==> src/pkg/scs_pkg.sv <==
// Purpose: shared constants for the sysref capture and sync control block
// Assumes: register index n sits at wishbone byte address 4*n
// Notes:   8-bit registers sit in the low byte of each word
package scs_pkg;
  // register indices
  localparam logic [9:0] IDX_CTRL1    = 10'h120;
  localparam logic [9:0] IDX_WINDOW   = 10'h122;
  localparam logic [9:0] IDX_TSDLY    = 10'h123;
  localparam logic [9:0] IDX_SHSTAT   = 10'h128;
  localparam logic [9:0] IDX_PHASE    = 10'h129;
  localparam logic [9:0] IDX_COUNT    = 10'h12a;
  localparam logic [9:0] IDX_SYNC     = 10'h1ff;
  localparam logic [9:0] IDX_IRQ_STAT = 10'h130;
  localparam logic [9:0] IDX_IRQ_MASK = 10'h131;

  // field positions
  localparam int CTRL1_FLAG_RST_BIT = 6;
  localparam int CTRL1_MODE_LSB     = 1;
  localparam int WIN_POS_LSB        = 0;
  localparam int WIN_NEG_LSB        = 2;
  localparam int SYNC_MODE_BIT      = 0;
  localparam int HOLD_LSB           = 4;
  localparam int IRQ_EVENT_BIT      = 0;
  localparam int IRQ_LINK_BIT       = 1;
  localparam int IRQ_MARK_BIT       = 2;
  localparam int IRQ_W              = 3;

  // reset values
  localparam logic [7:0] CTRL1_RST  = 8'h00;
  localparam logic [7:0] WINDOW_RST = 8'h00;
  localparam logic [6:0] TSDLY_RST  = 7'h00;
  localparam logic [7:0] SYNC_RST   = 8'h00;
  localparam logic [2:0] IRQ_MASK_RST = 3'h0;

  // timing
  localparam int TS_DELAY_MAX = 127;
  localparam int DIV_LEN_DEF  = 8;

  typedef enum logic [1:0] {
    MODE_DISABLED   = 2'h0,
    MODE_CONTINUOUS = 2'h1,
    MODE_NSHOT      = 2'h2
  } scs_mode_t;

  typedef enum logic [1:0] {
    BUS_IDLE = 2'b01,
    BUS_ACK  = 2'b10
  } scs_bus_t;
endpackage

==> src/hw/scs_top.sv <==
// Purpose: sysref capture, skew windows, status, counter and sync mode control
// Assumes: sysref_i and sample_i synchronous to clk_i; classic wishbone slave
// Notes:   every output comes from a flip-flop
// How it works
// - positive window tolerates up to 0..3 clocks of late sysref
// - negative window tolerates up to 0..3 clocks of early sysref
// - timestamp mark delayed by programmable 0..127 sample clocks
// - read-only divider phase at capture, half input clock steps
// - 8-bit event counter increments per capture, wraps after 255
// - flag-reset bit clears the event counter
// - setup and hold flags held clear while flag-reset bit is one
// - divider-reset mode resets dividers on each accepted sysref
// - divider-reset mode drops link when a divider phase must change
// - timestamp mode leaves dividers and link alone
// - timestamp mode marks a sample as a control bit in output word
`timescale 1ns/10ps
module scs_top #(
  parameter int DIV_LEN  = scs_pkg::DIV_LEN_DEF,
  parameter int SAMPLE_W = 16
) (
  input  wire logic                clk_i,
  input  wire logic                rst_i,
  input  wire logic                wb_cyc_i,
  input  wire logic                wb_stb_i,
  input  wire logic                wb_we_i,
  input  wire logic [11:0]         wb_adr_i,
  input  wire logic [3:0]          wb_sel_i,
  input  wire logic [31:0]         wb_dat_i,
  output logic      [31:0]         wb_dat_o,
  output logic                     wb_ack_o,
  input  wire logic                sysref_i,
  input  wire logic [SAMPLE_W-1:0] sample_i,
  output logic      [SAMPLE_W:0]   word_o,
  output logic                     ts_mark_o,
  output logic                     div_reset_o,
  output logic                     link_down_o,
  output logic                     irq_o
);
  generate
    if (SAMPLE_W < 1 || SAMPLE_W > 31)
    begin : g_bad
      $error("scs_top: SAMPLE_W must be 1..31");
    end
  endgenerate

  localparam logic [2:0] DIV_L = 3'(DIV_LEN);

  localparam int TS_LEN_M1 = scs_pkg::TS_DELAY_MAX - 1;
  logic [7:0]  ctrl1_reg;
  logic [7:0]  window_reg;
  logic [6:0]  tsdly_reg;
  logic [7:0]  sync_reg;
  logic [7:0]  shstat_reg;
  logic [3:0]  phase_reg;
  logic [7:0]  count_reg;
  logic [2:0]  irq_stat_reg;
  logic [2:0]  irq_mask_reg;
  logic        nshot_armed_reg;
  logic        sysref_q_reg;
  logic [TS_LEN_M1:0] ts_line_reg;
  scs_pkg::scs_bus_t bus_reg;

  logic [2:0]  div_cnt;
  logic [3:0]  div_phase;
  logic        flag_rst;
  logic        ts_mode;
  logic [1:0]  win_pos;
  logic [1:0]  win_neg;
  logic        cap_en;
  logic        cap;
  logic [2:0]  early;
  logic        in_win;
  logic        div_rst_next;
  logic        link_next;
  logic        mark_next;
  logic        req;
  logic        wr;
  logic [9:0]  idx;
  logic [2:0]  irq_set;

  // divider count and phase feed the capture logic

  scs_divider #(
    .DIV_LEN (DIV_LEN)
  ) u_div (
    .clk_i   (clk_i),
    .rst_i   (rst_i),
    .sync_i  (div_rst_next),
    .cnt_o   (div_cnt),
    .phase_o (div_phase)
  );

  assign flag_rst = ctrl1_reg[scs_pkg::CTRL1_FLAG_RST_BIT];
  assign ts_mode  = sync_reg[scs_pkg::SYNC_MODE_BIT];
  assign win_pos  = window_reg[scs_pkg::WIN_POS_LSB +: 2];
  assign win_neg  = window_reg[scs_pkg::WIN_NEG_LSB +: 2];
  assign idx      = wb_adr_i[11:2];
  assign req      = wb_cyc_i && wb_stb_i && (bus_reg == scs_pkg::BUS_IDLE);
  assign wr       = req && wb_we_i && wb_sel_i[0];

  // capture gating by mode select
  always_comb
  begin
    case (scs_pkg::scs_mode_t'(ctrl1_reg[scs_pkg::CTRL1_MODE_LSB +: 2]))
      scs_pkg::MODE_CONTINUOUS: cap_en = 1'b1;
      scs_pkg::MODE_NSHOT:      cap_en = nshot_armed_reg;
      default:                  cap_en = 1'b0;
    endcase
  end

  assign cap    = sysref_i && !sysref_q_reg && cap_en;
  assign early  = DIV_L - div_cnt;
  // late by div_cnt clocks, or early by early clocks
  assign in_win = (div_cnt != 3'h0) &&
                  ((div_cnt <= {1'b0, win_pos}) ||
                   (early <= {1'b0, win_neg}));
  assign div_rst_next = cap && !ts_mode && !in_win;
  assign link_next    = div_rst_next && (div_cnt != 3'h0);
  assign mark_next    = (tsdly_reg == 7'h00) ? (cap && ts_mode)
                                             : ts_line_reg[tsdly_reg - 7'h1];
  assign irq_set      = {mark_next, link_next, cap};

  always_ff @(posedge clk_i)
  begin
    if (rst_i)
      sysref_q_reg <= 1'b0;
    else
      sysref_q_reg <= sysref_i;
  end

  always_ff @(posedge clk_i)
  begin
    if (rst_i)
      ts_line_reg <= '0;
    else
      ts_line_reg <= {ts_line_reg[TS_LEN_M1-1:0], cap && ts_mode};
  end

  // output word with timestamp control bit
  always_ff @(posedge clk_i)
  begin
    if (rst_i)
    begin
      word_o    <= '0;
      ts_mark_o <= 1'b0;
    end
    else
    begin
      word_o    <= {mark_next, sample_i};
      ts_mark_o <= mark_next;
    end
  end

  always_ff @(posedge clk_i)
  begin
    if (rst_i)
    begin
      div_reset_o <= 1'b0;
      link_down_o <= 1'b0;
    end
    else
    begin
      div_reset_o <= div_rst_next;
      link_down_o <= link_next;
    end
  end

  // capture status
  always_ff @(posedge clk_i)
  begin
    if (rst_i || flag_rst)
      shstat_reg <= 8'h00;
    else if (cap)
      shstat_reg <= {1'b0, div_cnt, (div_cnt == 3'h0) ? 4'h0 : {1'b0, early}};
  end

  always_ff @(posedge clk_i)
  begin
    if (rst_i)
      phase_reg <= 4'h0;
    else if (cap)
      phase_reg <= div_phase;
  end

  always_ff @(posedge clk_i)
  begin
    if (rst_i || flag_rst)
      count_reg <= 8'h00;
    else if (cap)
      count_reg <= count_reg + 8'h01;
  end

  always_ff @(posedge clk_i)
  begin
    if (rst_i)
      nshot_armed_reg <= 1'b0;
    else if (wr && idx == scs_pkg::IDX_CTRL1)
      nshot_armed_reg <= 1'b1;
    else if (cap)
      nshot_armed_reg <= 1'b0;
  end

  // software registers
  always_ff @(posedge clk_i)
  begin
    if (rst_i)
    begin
      ctrl1_reg    <= scs_pkg::CTRL1_RST;
      window_reg   <= scs_pkg::WINDOW_RST;
      tsdly_reg    <= scs_pkg::TSDLY_RST;
      sync_reg     <= scs_pkg::SYNC_RST;
      irq_mask_reg <= scs_pkg::IRQ_MASK_RST;
    end
    else if (wr)
    begin
      if (idx == scs_pkg::IDX_CTRL1)
        ctrl1_reg <= wb_dat_i[7:0] & 8'h46;
      else if (idx == scs_pkg::IDX_WINDOW)
        window_reg <= {4'h0, wb_dat_i[3:0]};
      else if (idx == scs_pkg::IDX_TSDLY)
        tsdly_reg <= wb_dat_i[6:0];
      else if (idx == scs_pkg::IDX_SYNC)
        sync_reg <= {7'h00, wb_dat_i[0]};
      else if (idx == scs_pkg::IDX_IRQ_MASK)
        irq_mask_reg <= wb_dat_i[2:0];
    end
  end

  // sticky events, set wins over write-one clear
  always_ff @(posedge clk_i)
  begin
    if (rst_i)
      irq_stat_reg <= 3'h0;
    else if (wr && idx == scs_pkg::IDX_IRQ_STAT)
      irq_stat_reg <= (irq_stat_reg & ~wb_dat_i[2:0]) | irq_set;
    else
      irq_stat_reg <= irq_stat_reg | irq_set;
  end

  always_ff @(posedge clk_i)
  begin
    if (rst_i)
      irq_o <= 1'b0;
    else
      irq_o <= |(irq_stat_reg & irq_mask_reg);
  end

  // wishbone answer one cycle after the request
  always_ff @(posedge clk_i)
  begin
    if (rst_i)
    begin
      bus_reg  <= scs_pkg::BUS_IDLE;
      wb_ack_o <= 1'b0;
    end
    else
    begin
      case (bus_reg)
        scs_pkg::BUS_IDLE:
        begin
          wb_ack_o <= req;
          if (req)
            bus_reg <= scs_pkg::BUS_ACK;
        end
        scs_pkg::BUS_ACK:
        begin
          wb_ack_o <= 1'b0;
          bus_reg  <= scs_pkg::BUS_IDLE;
        end
        default:
        begin
          wb_ack_o <= 1'b0;
          bus_reg  <= scs_pkg::BUS_IDLE;
        end
      endcase
    end
  end

  // read data; counter is only coherent with capture disabled
  always_ff @(posedge clk_i)
  begin
    if (rst_i)
      wb_dat_o <= 32'h0;
    else if (req && !wb_we_i)
    begin
      if (idx == scs_pkg::IDX_CTRL1)
        wb_dat_o <= {24'h0, ctrl1_reg};
      else if (idx == scs_pkg::IDX_WINDOW)
        wb_dat_o <= {24'h0, window_reg};
      else if (idx == scs_pkg::IDX_TSDLY)
        wb_dat_o <= {25'h0, tsdly_reg};
      else if (idx == scs_pkg::IDX_SHSTAT)
        wb_dat_o <= {24'h0, shstat_reg};
      else if (idx == scs_pkg::IDX_PHASE)
        wb_dat_o <= {28'h0, phase_reg};
      else if (idx == scs_pkg::IDX_COUNT)
        wb_dat_o <= {24'h0, count_reg};
      else if (idx == scs_pkg::IDX_SYNC)
        wb_dat_o <= {24'h0, sync_reg};
      else if (idx == scs_pkg::IDX_IRQ_STAT)
        wb_dat_o <= {29'h0, irq_stat_reg};
      else if (idx == scs_pkg::IDX_IRQ_MASK)
        wb_dat_o <= {29'h0, irq_mask_reg};
      else
        wb_dat_o <= 32'h0;
    end
  end
endmodule // scs_top

==> src/hw/scs_divider.sv <==
// Purpose: sample clock divider whose phase the sysref logic samples and resets
// Assumes: one count per sample clock
// Notes:   phase code is the count in half input clock steps
`timescale 1ns/10ps
module scs_divider #(
  parameter int DIV_LEN = scs_pkg::DIV_LEN_DEF
) (
  input  wire logic       clk_i,
  input  wire logic       rst_i,
  input  wire logic       sync_i,
  output logic [2:0]      cnt_o,
  output logic [3:0]      phase_o
);
  generate
    if (DIV_LEN < 2 || DIV_LEN > 8)
    begin : g_bad
      $error("scs_divider: DIV_LEN must be 2..8");
    end
  endgenerate

  localparam logic [2:0] LAST = 3'(DIV_LEN - 1);

  always_ff @(posedge clk_i)
  begin
    if (rst_i || sync_i)
      cnt_o <= 3'h0;
    else if (cnt_o == LAST)
      cnt_o <= 3'h0;
    else
      cnt_o <= cnt_o + 3'h1;
  end

  assign phase_o = {cnt_o, 1'b0};
endmodule // scs_divider

==> config.mk <==
export PLATFORM = sky130hd
export DESIGN_NAME = scs_top
export DESIGN_NICKNAME = d
export VERILOG_FILES = /design/src/pkg/scs_pkg.sv /design/src/hw/scs_top.sv /design/src/hw/scs_divider.sv
export SDC_FILE = /design/constraint.sdc
export NUM_CORES = 1
export LEC_CHECK = 0
export BUFFER_PORTS_ARGS = -buffer_cell sky130_fd_sc_hd__buf_2
export CAP_MARGIN = 10
export CORE_MARGIN = 2
export CORE_UTILIZATION = 61
export CTS_CLUSTER_SIZE = 16
export DETAILED_ROUTE_END_ITERATION = 8
export PLACE_DENSITY = 0.95
export SYNTH_ARGS = -nofsm -noshare
export SYNTH_HDL_FRONTEND = slang
export SYNTH_HIERARCHICAL = 1
export SYNTH_SLANG_ARGS = --single-unit
==> constraint.sdc <==
create_clock -name clk_i -period 9.1 [get_ports clk_i]
set_clock_uncertainty 0.05 [all_clocks]
set_input_delay 0.455 -clock clk_i [delete_from_list [all_inputs] [get_ports clk_i]]
set_output_delay 0.455 -clock clk_i [all_outputs]
set_load 0.005 [all_outputs]
# ---- Word level (Yosys, flattened, before mapping)
# Cells that the tools add are included.
# Widths: inputs -> output; s select.
dict set report classes {
  addsub 4
  magnitude_cmp 3
  eq_ne 13
  n_mux 17
  bitwise_logic 10
  reduce_logical 33
}
# operator count
set op_table {}
lappend op_table {{$eq 10x9->1 const B} 9}
lappend op_table {{$mux 8} 6}
lappend op_table {{$mux 3} 5}
lappend op_table {{$logic_and 1x1->1} 14}
lappend op_table {{$add 8x1->8 const B} 1}
lappend op_table {{$lt 7x8->1 const B} 1}
lappend op_table {{$bmux 1 s7} 1}
lappend op_table {{$logic_not 7->1} 1}
lappend op_table {{$sub 7x1->7 const B} 1}
lappend op_table {{$and 3x3->3} 2}
lappend op_table {{$le 3x2->1} 2}
lappend op_table {{$or 3x3->3} 2}
lappend op_table {{$reduce_and 6->1} 1}
lappend op_table {{$not 1->1} 5}
lappend op_table {{$reduce_and 5->1} 1}
lappend op_table {{$eq 2x1->1 const B} 2}
lappend op_table {{$logic_not 1->1} 4}
lappend op_table {{$mux 1} 4}
lappend op_table {{$reduce_and 4->1} 1}
lappend op_table {{$reduce_or 2->1} 2}
lappend op_table {{$add 3x1->3 const B} 1}
lappend op_table {{$eq 3x3->1 const B} 1}
lappend op_table {{$logic_not 3->1} 1}
lappend op_table {{$logic_or 1x1->1} 3}
lappend op_table {{other kinds (9)} 9}
dict set report totals {
  register_bits 227
  output_inout_bits 54
  elab_cells 101
}

# ---- Depth between registers and ports, before layout
# Gate-level depths: netlist of the first run.
dict set report logic_depth {
  depth_word 10
  ltp_mapped 15
  mapped_depth_nobuf 9
}

# ---- Cells and area by module
# Netlist of the first run, hierarchy kept.
# module n_inst cells_per_inst area_per_inst_um2 seq_area_each_um2
set by_module_without_submodules {}
lappend by_module_without_submodules {scs_top 1 795 8006.4 3983.8}
lappend by_module_without_submodules {scs_divider 1 13 142.6 60.1}

# ---- Worst setup path after synthesis of the first run
# OpenSTA, ideal clock, no wires.
dict set report synth_path {
  path_kind {register to register}
  startpoint {register tsdly_reg[0]}
  endpoint {register irq_stat_reg[2]}
  setup_ns 0.126
  arrival_ns 2.862
  t_required_ns 8.924
  setup_slack_ns 6.062
  stages_incl_launch_ff 14
  n_path_buf 4
  synth_period_minus_slack_ns 3.038
  path_cell_list {dfxtp_1 > buf_6 > buf_4 > buf_4 > inv_1 > ha_1 > buf_2 > xor2_4 > mux4_1 > and2_1 > o311a_1 > nand3_1 > a22o_1 > o211ai_1}
}
dict set report synth_between {
  elab_chain_len 6
}
# item line_no
set synth_lines {}
lappend synth_lines {{start: declaration} scs_top.sv:51} ;# logic [6:0] tsdly_reg;
lappend synth_lines {{start signal: assignment} scs_top.sv:210} ;# tsdly_reg <= scs_pkg::TSDLY_RST;
lappend synth_lines {{start signal: assignment} scs_top.sv:221} ;# tsdly_reg <= wb_dat_i[6:0];
lappend synth_lines {{$sub 7x1->7} scs_top.sv:120} ;# : ts_line_reg[tsdly_reg - 7'h1];
lappend synth_lines {{$bmux 1 s7} scs_top.sv:120}
lappend synth_lines {{$mux 1 (not written as such)} scs_top.sv:120}
lappend synth_lines {{$mux 1 (*)} scs_top.sv:119} ;# assign mark_next = (tsdly_reg == 7'h00) ? (cap && ts_mode)
lappend synth_lines {{$or 3x3->3 (on tied branches)} {scs_top.sv:237, scs_top.sv:235}}
lappend synth_lines {{$mux 3 (*)} scs_top.sv:234} ;# else if (wr && idx == scs_pkg::IDX_IRQ_STAT)
lappend synth_lines {{end signal: assignment} scs_top.sv:235} ;# irq_stat_reg <= (irq_stat_reg & ~wb_dat_i[2:0]) | irq_set;
lappend synth_lines {{end signal: assignment} scs_top.sv:237} ;# irq_stat_reg <= irq_stat_reg | irq_set;
lappend synth_lines {{end: declaration} scs_top.sv:56} ;# logic [2:0] irq_stat_reg;
# Every way passes the cells marked *; elsewhere a longest branch is shown, timed or not. The select of a mux whose other input is x is not followed.
# A chain may end at the register's enable or synchronous reset.

# ---- Worst setup path after layout of the first run
dict set report layout_path {
  startpoint {register tsdly_reg[1]}
  endpoint {register irq_stat_reg[2]}
}
# Same word-level chain as after synthesis.

==> metrics.md, run 1 <==
| Metric | Value |
|---|---|
| Chip height | around 120 microns |
| Skew-Pair Late Insertion Delay | ~0.50 ns |
| CTS tree | yes |
| Combinational share of power | around 3.2% |
| CP max stage delay | ~0.62 ns |
| CP max FO | 17 |
| GP Congestion | about 0.9 |
| Layout area overhead | 12.0% |
| Flop pwr share | approximately half |
| Routed WL | about 18000 microns |
| Psw | between 300 and 400 uW |
| Worst Setup Path Type | reg2reg |
| Sequential area share after synthesis | between 40% and 50% |
| Drc violations | 0 |
| Max Clk Rate | 296 MHz |
| Worst Hold Slack | approximately 0.11 ns |
| Post-synth EDFFs | 0 |
| First-pass GRT wire length | roughly 29000 microns |
| Register area | between 4000 and 5000 sq um |
| First-pass detailed-route iteration total | 5 |
| Core Area | ~13000 sq um |
| Final Cell Area | between 9000 and 10000 sq um |
| Status | completed |
| LEAKAGE | approximately 3.6 nW |
| Slew Viols, Final | 0 |
| Multi-input gate area | 3700 sq um |
| RSZ-0062 raised after global routing | false |
| Yosys reg bits | 202 |
| Total die area | roughly 14000 sq um |
| Largest net degree at the start of global routing | 100 |
| Crit-path cells | inv_1, ha_1, xor2_4, mux4_2, mux2i_1, nor3b_1, a311oi_1, a22o_1, o211ai_1 |
| Die width | 120 microns |
| Clk slew on worst S/H paths | 0.07 ns |
| Placed cell areas | between 8000 and 9000 sq um |
| PostCTS Resize Cnt | 0 |
| Fillers | about 850 |
| Clock Tree Buf Depth | 3 |
| Root buf cell | clkbuf_16 |
| Vias in the first global route | 5839 |
| Peak supply drop | between 0.1 and 0.15 mV |
| Required @ worst endpoint | ~9.4 ns |
| Mean routed wirelength per cell | 17.0 microns |
| Yosys warns | 6 |
| Non-filler cells, final | between 1k and 1.5k |
| Share of cells above drive strength 1 | 16.9% |
| Worst setup EP type | register |
| Maxcap violations | 0 |
| GRT Resource Usage Total | 24.4% |
| Cell taking the most area after synthesis | dfxtp_1 |
| P_int | 1.43 mW |
| # H-tree levels | 1 |
| Top post-synthesis cells by area | dfxtp_1 50%, nor2b_1 12%, mux4_2 8.3% |
| Initial Utilization | between 60% and 70% |
| CP startpoint kind | register |
| Pwr/cell area | 198 nW/um^2 |
| Clk pwr share | between 40% and 50% |
| Rows | 42 |
| Final worst path period need | between 3 and 4 ns |
| Cells after Synth | 808 |
| HP Class | in2reg |
| Worst-Margin Slew | roughly 0.97 ns |
| Port bufs | between 60 and 70 |
| Number of flip-flops in the largest register | approximately 130 |
| Post-synth cell types | between 50 and 60 |
| Final Setup Violations | 0 |
| Vias | just over 6k |
| Crit path arrival time | around 3.7 ns |
| Sw Ratio | around a fifth |
| Final ANT Viol Nets | 0 |
| Setup bufs post-CTS | 0 |
| Initial antenna violation count | 0 |
| CTS Buf Count | 20 |
| Syn avg cell area | 10.1 sq um |
| Synth async-reset ratio | 0% |
| Dpl cells | about 1k |
| CP max-delay cell | xor2_4 |
| # IOs | approximately 120 |
| Synth Cell Area | slightly above 8000 sq um |
| DP HPWL | about 11000 microns |
| Worst slew margin | 34.6% |
| TritonCTS sink count | 202 |
| Part of the cycle the worst path needs | between 30% and 40% |
| Vias per cell | a little under 6 |
| Diode count | 0 |
| # hold bufs at CTS | 0 |
| Grt total ovfl | 0 |
| Final setup TNS | 0 ns |
| Main synth FF type | dfxtp_1 |
| Final Hold Viols | 0 |
| 1st-iter DRT viols | 658 |
| Top cell type's share of synthesized area | about half |
| Final nets | roughly 940 |
-- worst max-delay path: cells and delay by family, from the launching register on --
kind                       cells  cell delay, ns
adders and majority gates      1            0.37
and+or+nand+nor                1            0.08
AOI/OAI and AO/OA              3            0.69
xor gates and xnor gates       1            0.62
muxes                          2            0.75
DFF                            1            0.53
buffers and inverters          1            0.14
-- placed cells by master, fill, tap and decap left out, types with 4 or more instances in the layout --
master / Yosys / layout
dfxtp_1: 202 / 201
nor2b_1: 151 / 151
nand2_1: 68 / 68
buf_2: 7 / 68
a21oi_1: 46 / 46
nor2_1: 41 / 41
mux4_2: 30 / 30
nand3_1: 28 / 28
conb_1: 2 / 25
inv_1: 22 / 22
clkbuf_16: 0 / 20
mux2i_1: 13 / 13
ha_1: 13 / 13
o21ai_0: 10 / 10
nor3_1: 8 / 8
and3_1: 7 / 7
xor2_1: 6 / 6
xnor2_1: 6 / 6
a31oi_1: 6 / 6
buf_4: 31 / 6
a221oi_1: 5 / 5
and2_1: 4 / 4
nand2b_1: 4 / 4
o211ai_1: 4 / 4
-- power by group through the flow --
stage                     logic [mW]  clock network (mW)  registers (mW)
after floorplan               0.0429                   0           0.914
after global placement        0.0547                   0           0.914
after detailed placement      0.0560                   0           0.914
after CTS                     0.0569               0.864           0.894
after global routing          0.0644               0.899           0.894
final                         0.0580               0.857           0.894
-- Yosys cell counts, types with 2 or more instances --
library cell	n
nand4_1	3
nand2_1	68
xor2_1	6
mux2i_1	13
clkbuf_1	35
a22o_1	3
nor3_1	8
a32oi_1	3
inv_1	22
or2_2	2
a211oi_1	3
a31oi_1	6
or3_1	2
o22ai_1	3
nand3b_1	2
ha_1	13
xnor2_1	6
o211ai_1	4
nor2b_1	151
nor3b_1	3
nor2_1	41
nor4_1	3
buf_2	7
a21oi_1	46
mux2_2	3
buf_4	31
nand2b_1	4
mux4_2	30
and2_1	4
a222oi_1	3
dfxtp_1	202
a221oi_1	5
nor4b_1	3
conb_1	2
and3_1	7
nand3_1	28
o31ai_1	2
o21ai_0	10
-- layer usage --
layer | up-vias | GRT usage (%) | routed length, microns
li1 | 2790 | - | -
met1 | 2853 | 31.4 | 7180
met2 | 368 | 39.8 | 8070
met3 | 85 | 4.75 | 1620
met4 | 0 | 11.6 | 782
met5 | - | 0 | 0
-- worst paths after layout --
kind / startpoint / slack (ns) / to / cells after the start
worst max-delay path: tsdly_reg[1] / 5.72 / irq_stat_reg[2] / 9
worst min-delay path: sample_i[7] / 0.11 / word_o[7] / 2
worst max register to register: tsdly_reg[1] / 5.72 / irq_stat_reg[2] / 9
worst min register to register: ts_line_reg[25] / 0.39 / ts_line_reg[26] / 1
-- per-stage QoR --
stage                     utilization, %  power (mW)  worst slack, ns
after floorplan                        -       0.957             6.06
after global placement              64.2       0.968             5.92
after detailed placement            64.2       0.970             5.89
after CTS                           69.5        1.81             5.79
after global routing                69.5        1.86             5.63
final                               69.5        1.81             5.72
-- cell families after synthesis --
group | after synthesis | synth area share [%]
simple gates | 333 | 22.0
other cells | 2 | 0.0922
mux | 47 | 10.6
buf+inv | 96 | 6.05
fa+ha+maj | 13 | 2.00
compound gates | 102 | 8.00
flops | 202 | 49.6
xor+xnor | 13 | 1.63
-- layout make-up --
class | instances | share of cell area, %
clock buffer | 25 | 6.02
sequential | 202 | 44.3
inverter | 22 | 0.905
clock inverter | 9 | 1.52
multi-input combinational | 533 | 40.6
tap | 176 | 2.41
timing repair buffer | 74 | 4.22
Power figures use the tool's default switching activity.
==> run 2: changes to the inputs <==
--- a/config.mk
+++ b/config.mk
@@ -8,10 +8,10 @@
 export BUFFER_PORTS_ARGS = -buffer_cell sky130_fd_sc_hd__buf_2
 export CAP_MARGIN = 10
 export CORE_MARGIN = 2
-export CORE_UTILIZATION = 61
+export CORE_UTILIZATION = 57
 export CTS_CLUSTER_SIZE = 16
 export DETAILED_ROUTE_END_ITERATION = 8
-export PLACE_DENSITY = 0.95
+export PLACE_DENSITY = 0.91
 export SYNTH_ARGS = -nofsm -noshare
 export SYNTH_HDL_FRONTEND = slang
 export SYNTH_HIERARCHICAL = 1
==> constraint.sdc (replaced) <==
create_clock -name clk_i -period 3.45 [get_ports clk_i]
set_clock_uncertainty 0.05 [all_clocks]
set_input_delay 0.1725 -clock clk_i [delete_from_list [all_inputs] [get_ports clk_i]]
set_output_delay 0.1725 -clock clk_i [all_outputs]
set_load 0.005 [all_outputs]
==> run 2 against run 1 <==
  * Final cell count is 3.5% higher
  * Count of clock-buffer cells in the layout is 5 higher
  * Die area is 6.8% higher
  * Clock power grew to 2.5 times the previous value
  * Sequential share of layout area is 1.3 points lower
  * Global-route usage is 0.31 points lower
  * Setup slack worse by 5.3 ns
  * Wire length is 3.0% higher
  * First-iteration DRC count is 6.5% lower
  * Sequential power grew to 2.6 times the previous value
  * Hold slack worse by 0.095 ns
  * Design area is 3.0% higher
  * Largest cell class unchanged
  * Highest routed layer is now met5
==> metrics.md, run 2 (synthesized netlist as in run 1, its figures left out) <==
| Metric | Value |
|---|---|
| Worst Setup SP | tsdly_reg[0] |
| Slew Viols, Final | 0 (unchanged) |
| Worst Setup EP | irq_stat_reg[2] |
| Part of the cycle the worst path needs | 88.2% (+51 points) |
| # H-tree levels | 1 (unchanged) |
| Clk slew on worst S/H paths | 0.06 ns (about the same) |
| Status | completed |
| Vias per cell | 5.68 (-3.0%) |
| Drc violations | 0 (unchanged) |
| Worst Setup Path Type | reg2reg |
| Placed cell areas | 8490 sq um (+0.61%) |
| Die width | 124 microns (+3.3%) |
| R2r startpoint | tsdly_reg[0] |
| Vias in the first global route | 5863 (+0.41%) |
| Initial Utilization | 58.5% (-3.5 points) |
| Final Setup Violations | 0 (unchanged) |
| Non-filler cells, final | 1077 (+3.5%) |
| Share of cells above drive strength 1 | 16.6% (-0.23 points) |
| Dpl cells | 1015 (+0.79%) |
| Worst slew margin | 39.1% (+4.6 points) |
| Clock Tree Buf Depth | 3 (unchanged) |
| Routed WL | 18200 microns (+3.0%) |
| Final setup TNS | 0 ns (unchanged) |
| Final worst path period need | 3.04 ns (-0.337 ns) |
| Layout area overhead | 15.3% |
| Number of flip-flops in the largest register | 127 (unchanged) |
| Internal reg-to-reg setup slack | 0.41 ns (-5.31 ns) |
| R2r endpoint | irq_stat_reg[2] |
| First-pass GRT wire length | 29200 microns (+2.0%) |
| Max Clk Rate | 329 MHz (+11%) |
| Pwr/cell area | 499 nW/um^2 (+150%) |
| Maxcap violations | 0 (unchanged) |
| Final ANT Viol Nets | 0 (unchanged) |
| Worst Slack Setup Final | 0.408 ns (-5.31 ns) |
| Rows | 43 (+2.4%) |
| Required @ worst endpoint | 3.77 ns (-5.65 ns) |
| Place WS | 0.461 ns (-5.43 ns) |
| 1st-iter DRT viols | 615 (-6.5%) |
| CP startpoint kind | register |
| CP max FO | 13 (-4) |
| Total die area | 15300 sq um (+6.8%) |
| Mean routed wirelength per cell | 16.9 microns (-0.45%) |
| Worst setup EP type | register |
| Most frequent cells in the layout | 201 x dfxtp_1, 151 x nor2b_1, 68 x nand2_1, 68 x buf_2, 46 x a21oi_1 |
| LEAKAGE | 3.72 nW (+3.1%) |
| Crit path arrival time | 3.37 ns (-0.33 ns) |
| Initial antenna violation count | 3 (+3) |
| Final Hold Viols | 0 (unchanged) |
| Chip height | 124 microns (+3.3%) |
| Worst-Margin Slew | 0.907 ns (-0.0680 ns) |
| CTS tree | yes |
| Final nets | 965 (+3.1%) |
| First-pass detailed-route iteration total | 6 (+1) |
| DP HPWL | 10800 microns (+1.0%) |
| Peak supply drop | 0.324 mV (+170%) |
| Port bufs | 69 (unchanged) |
| Grt total ovfl | 0 (unchanged) |
| TritonCTS sink count | 202 (unchanged) |
| Fillers | 950 (+12%) |
| Largest net degree at the start of global routing | 95 (-5.0%) |
| Final Cell Area | 9400 sq um (+3.0%) |
| Core Area | 13900 sq um (+6.1%) |
| HP Class | in2reg |
| Commonest non-fill, non-tap cell in the layout | dfxtp_1 |
| PostCTS Resize Cnt | 0 (unchanged) |
| Vias | 6117 (+0.34%) |
| Worst Reg2Reg Path Length in Cells | 9 (unchanged) |
| Skew-Pair Late Insertion Delay | 0.49 ns (about the same) |
| Root buf cell | clkbuf_16 |
| Total power | 4.69 mW (+160%) |
| # IOs | 124 (unchanged) |
| RSZ-0062 raised after global routing | false |
| GRT Resource Usage Total | 24.1% (-0.31 points) |
| Setup bufs post-CTS | 0 (unchanged) |
| GP Congestion | 0.933 (+5.1%) |
| CTS Buf Count | 21 (+5.0%) |
-- run 2: changes by cell type in the layout (fill, tap and decap cells not counted) --
cell	delta
dlygate4sd3_1	+24
clkbuf_1	+3
buf_4	+2
bufinv_16	-2
diode_2	+2
buf_12	+1
buf_6	+1
clkbuf_16	+1
clkbuf_8	+1
clkinv_2	-1
clkinv_8	-1
clkinvlp_4	+1
-- run 2: worst max-delay path: stages (launching register included) --
cell	delay, ns
dfxtp_2	0.31
inv_1	0.18
ha_1	0.50
xor2_4	0.44
mux4_2	0.57
mux2i_1	0.14
nor3b_1	0.07
a311oi_1	0.32
a22o_1	0.24
o211ai_1	0.09
-- run 2: power breakdown --
group | total [mW] | switching, mW | internal, mW
Clock | 2.15 | 0.865 | 1.28
Combinational | 0.183 | 0.108 | 0.0751
Sequential | 2.36 | 0.00955 | 2.35
-- run 2: what timing repair did --
action	CTS	global route
endpoints found under the hold margin	36	0
hold buffers	24	0
setup endpoints to repair	0	0
-- run 2: how the worst min path moves through the flow --
stage | cells after the start | from | endpoint | slack [ns]
global route | 3 | wb_cyc_i | bus_reg[1] | 0.05
floorplan | 1 | rst_i | u_div/cnt_o[0] | 0.20
CTS | 3 | wb_cyc_i | bus_reg[1] | 0.01
finish | 3 | wb_cyc_i | bus_reg[1] | 0.02
detailed placement | 2 | sample_i[4] | word_o[4] | 0.34
global placement | 2 | sample_i[2] | word_o[2] | 0.33
-- run 2: per-stage QoR --
stage / hold WS, ns / util (%)
2_1_floorplan: 0.201 / -
3_3_place_gp: 0.330 / 60.9
3_5_place_dp: 0.336 / 60.9
4_1_cts: 0.0114 / 67.4
5_1_grt: 0.0480 / 67.4
6_report: 0.0172 / 67.5
-- run 2: layout make-up --
cell class | instances | area, sq um | area share (%)
inverter | 22 | 82.6 | 0.879
antenna | 2 | 5.00 | 0.0532
multi-input combinational | 533 | 3700 | 39.4
clock inverter | 6 | 65.1 | 0.692
sequential | 202 | 4050 | 43.0
clock buffer | 30 | 599 | 6.38
tap | 180 | 225 | 2.40
timing repair buffer | 102 | 672 | 7.15
-- run 2: layer usage --
metal | track usage [%] | routed length, microns | vias up
li1 | - | - | 2846
met1 | 29.7 | 7430 | 2845
met2 | 38.7 | 8250 | 330
met3 | 7.19 | 1650 | 94
met4 | 11.6 | 829 | 2
met5 | 0 | 12 | -
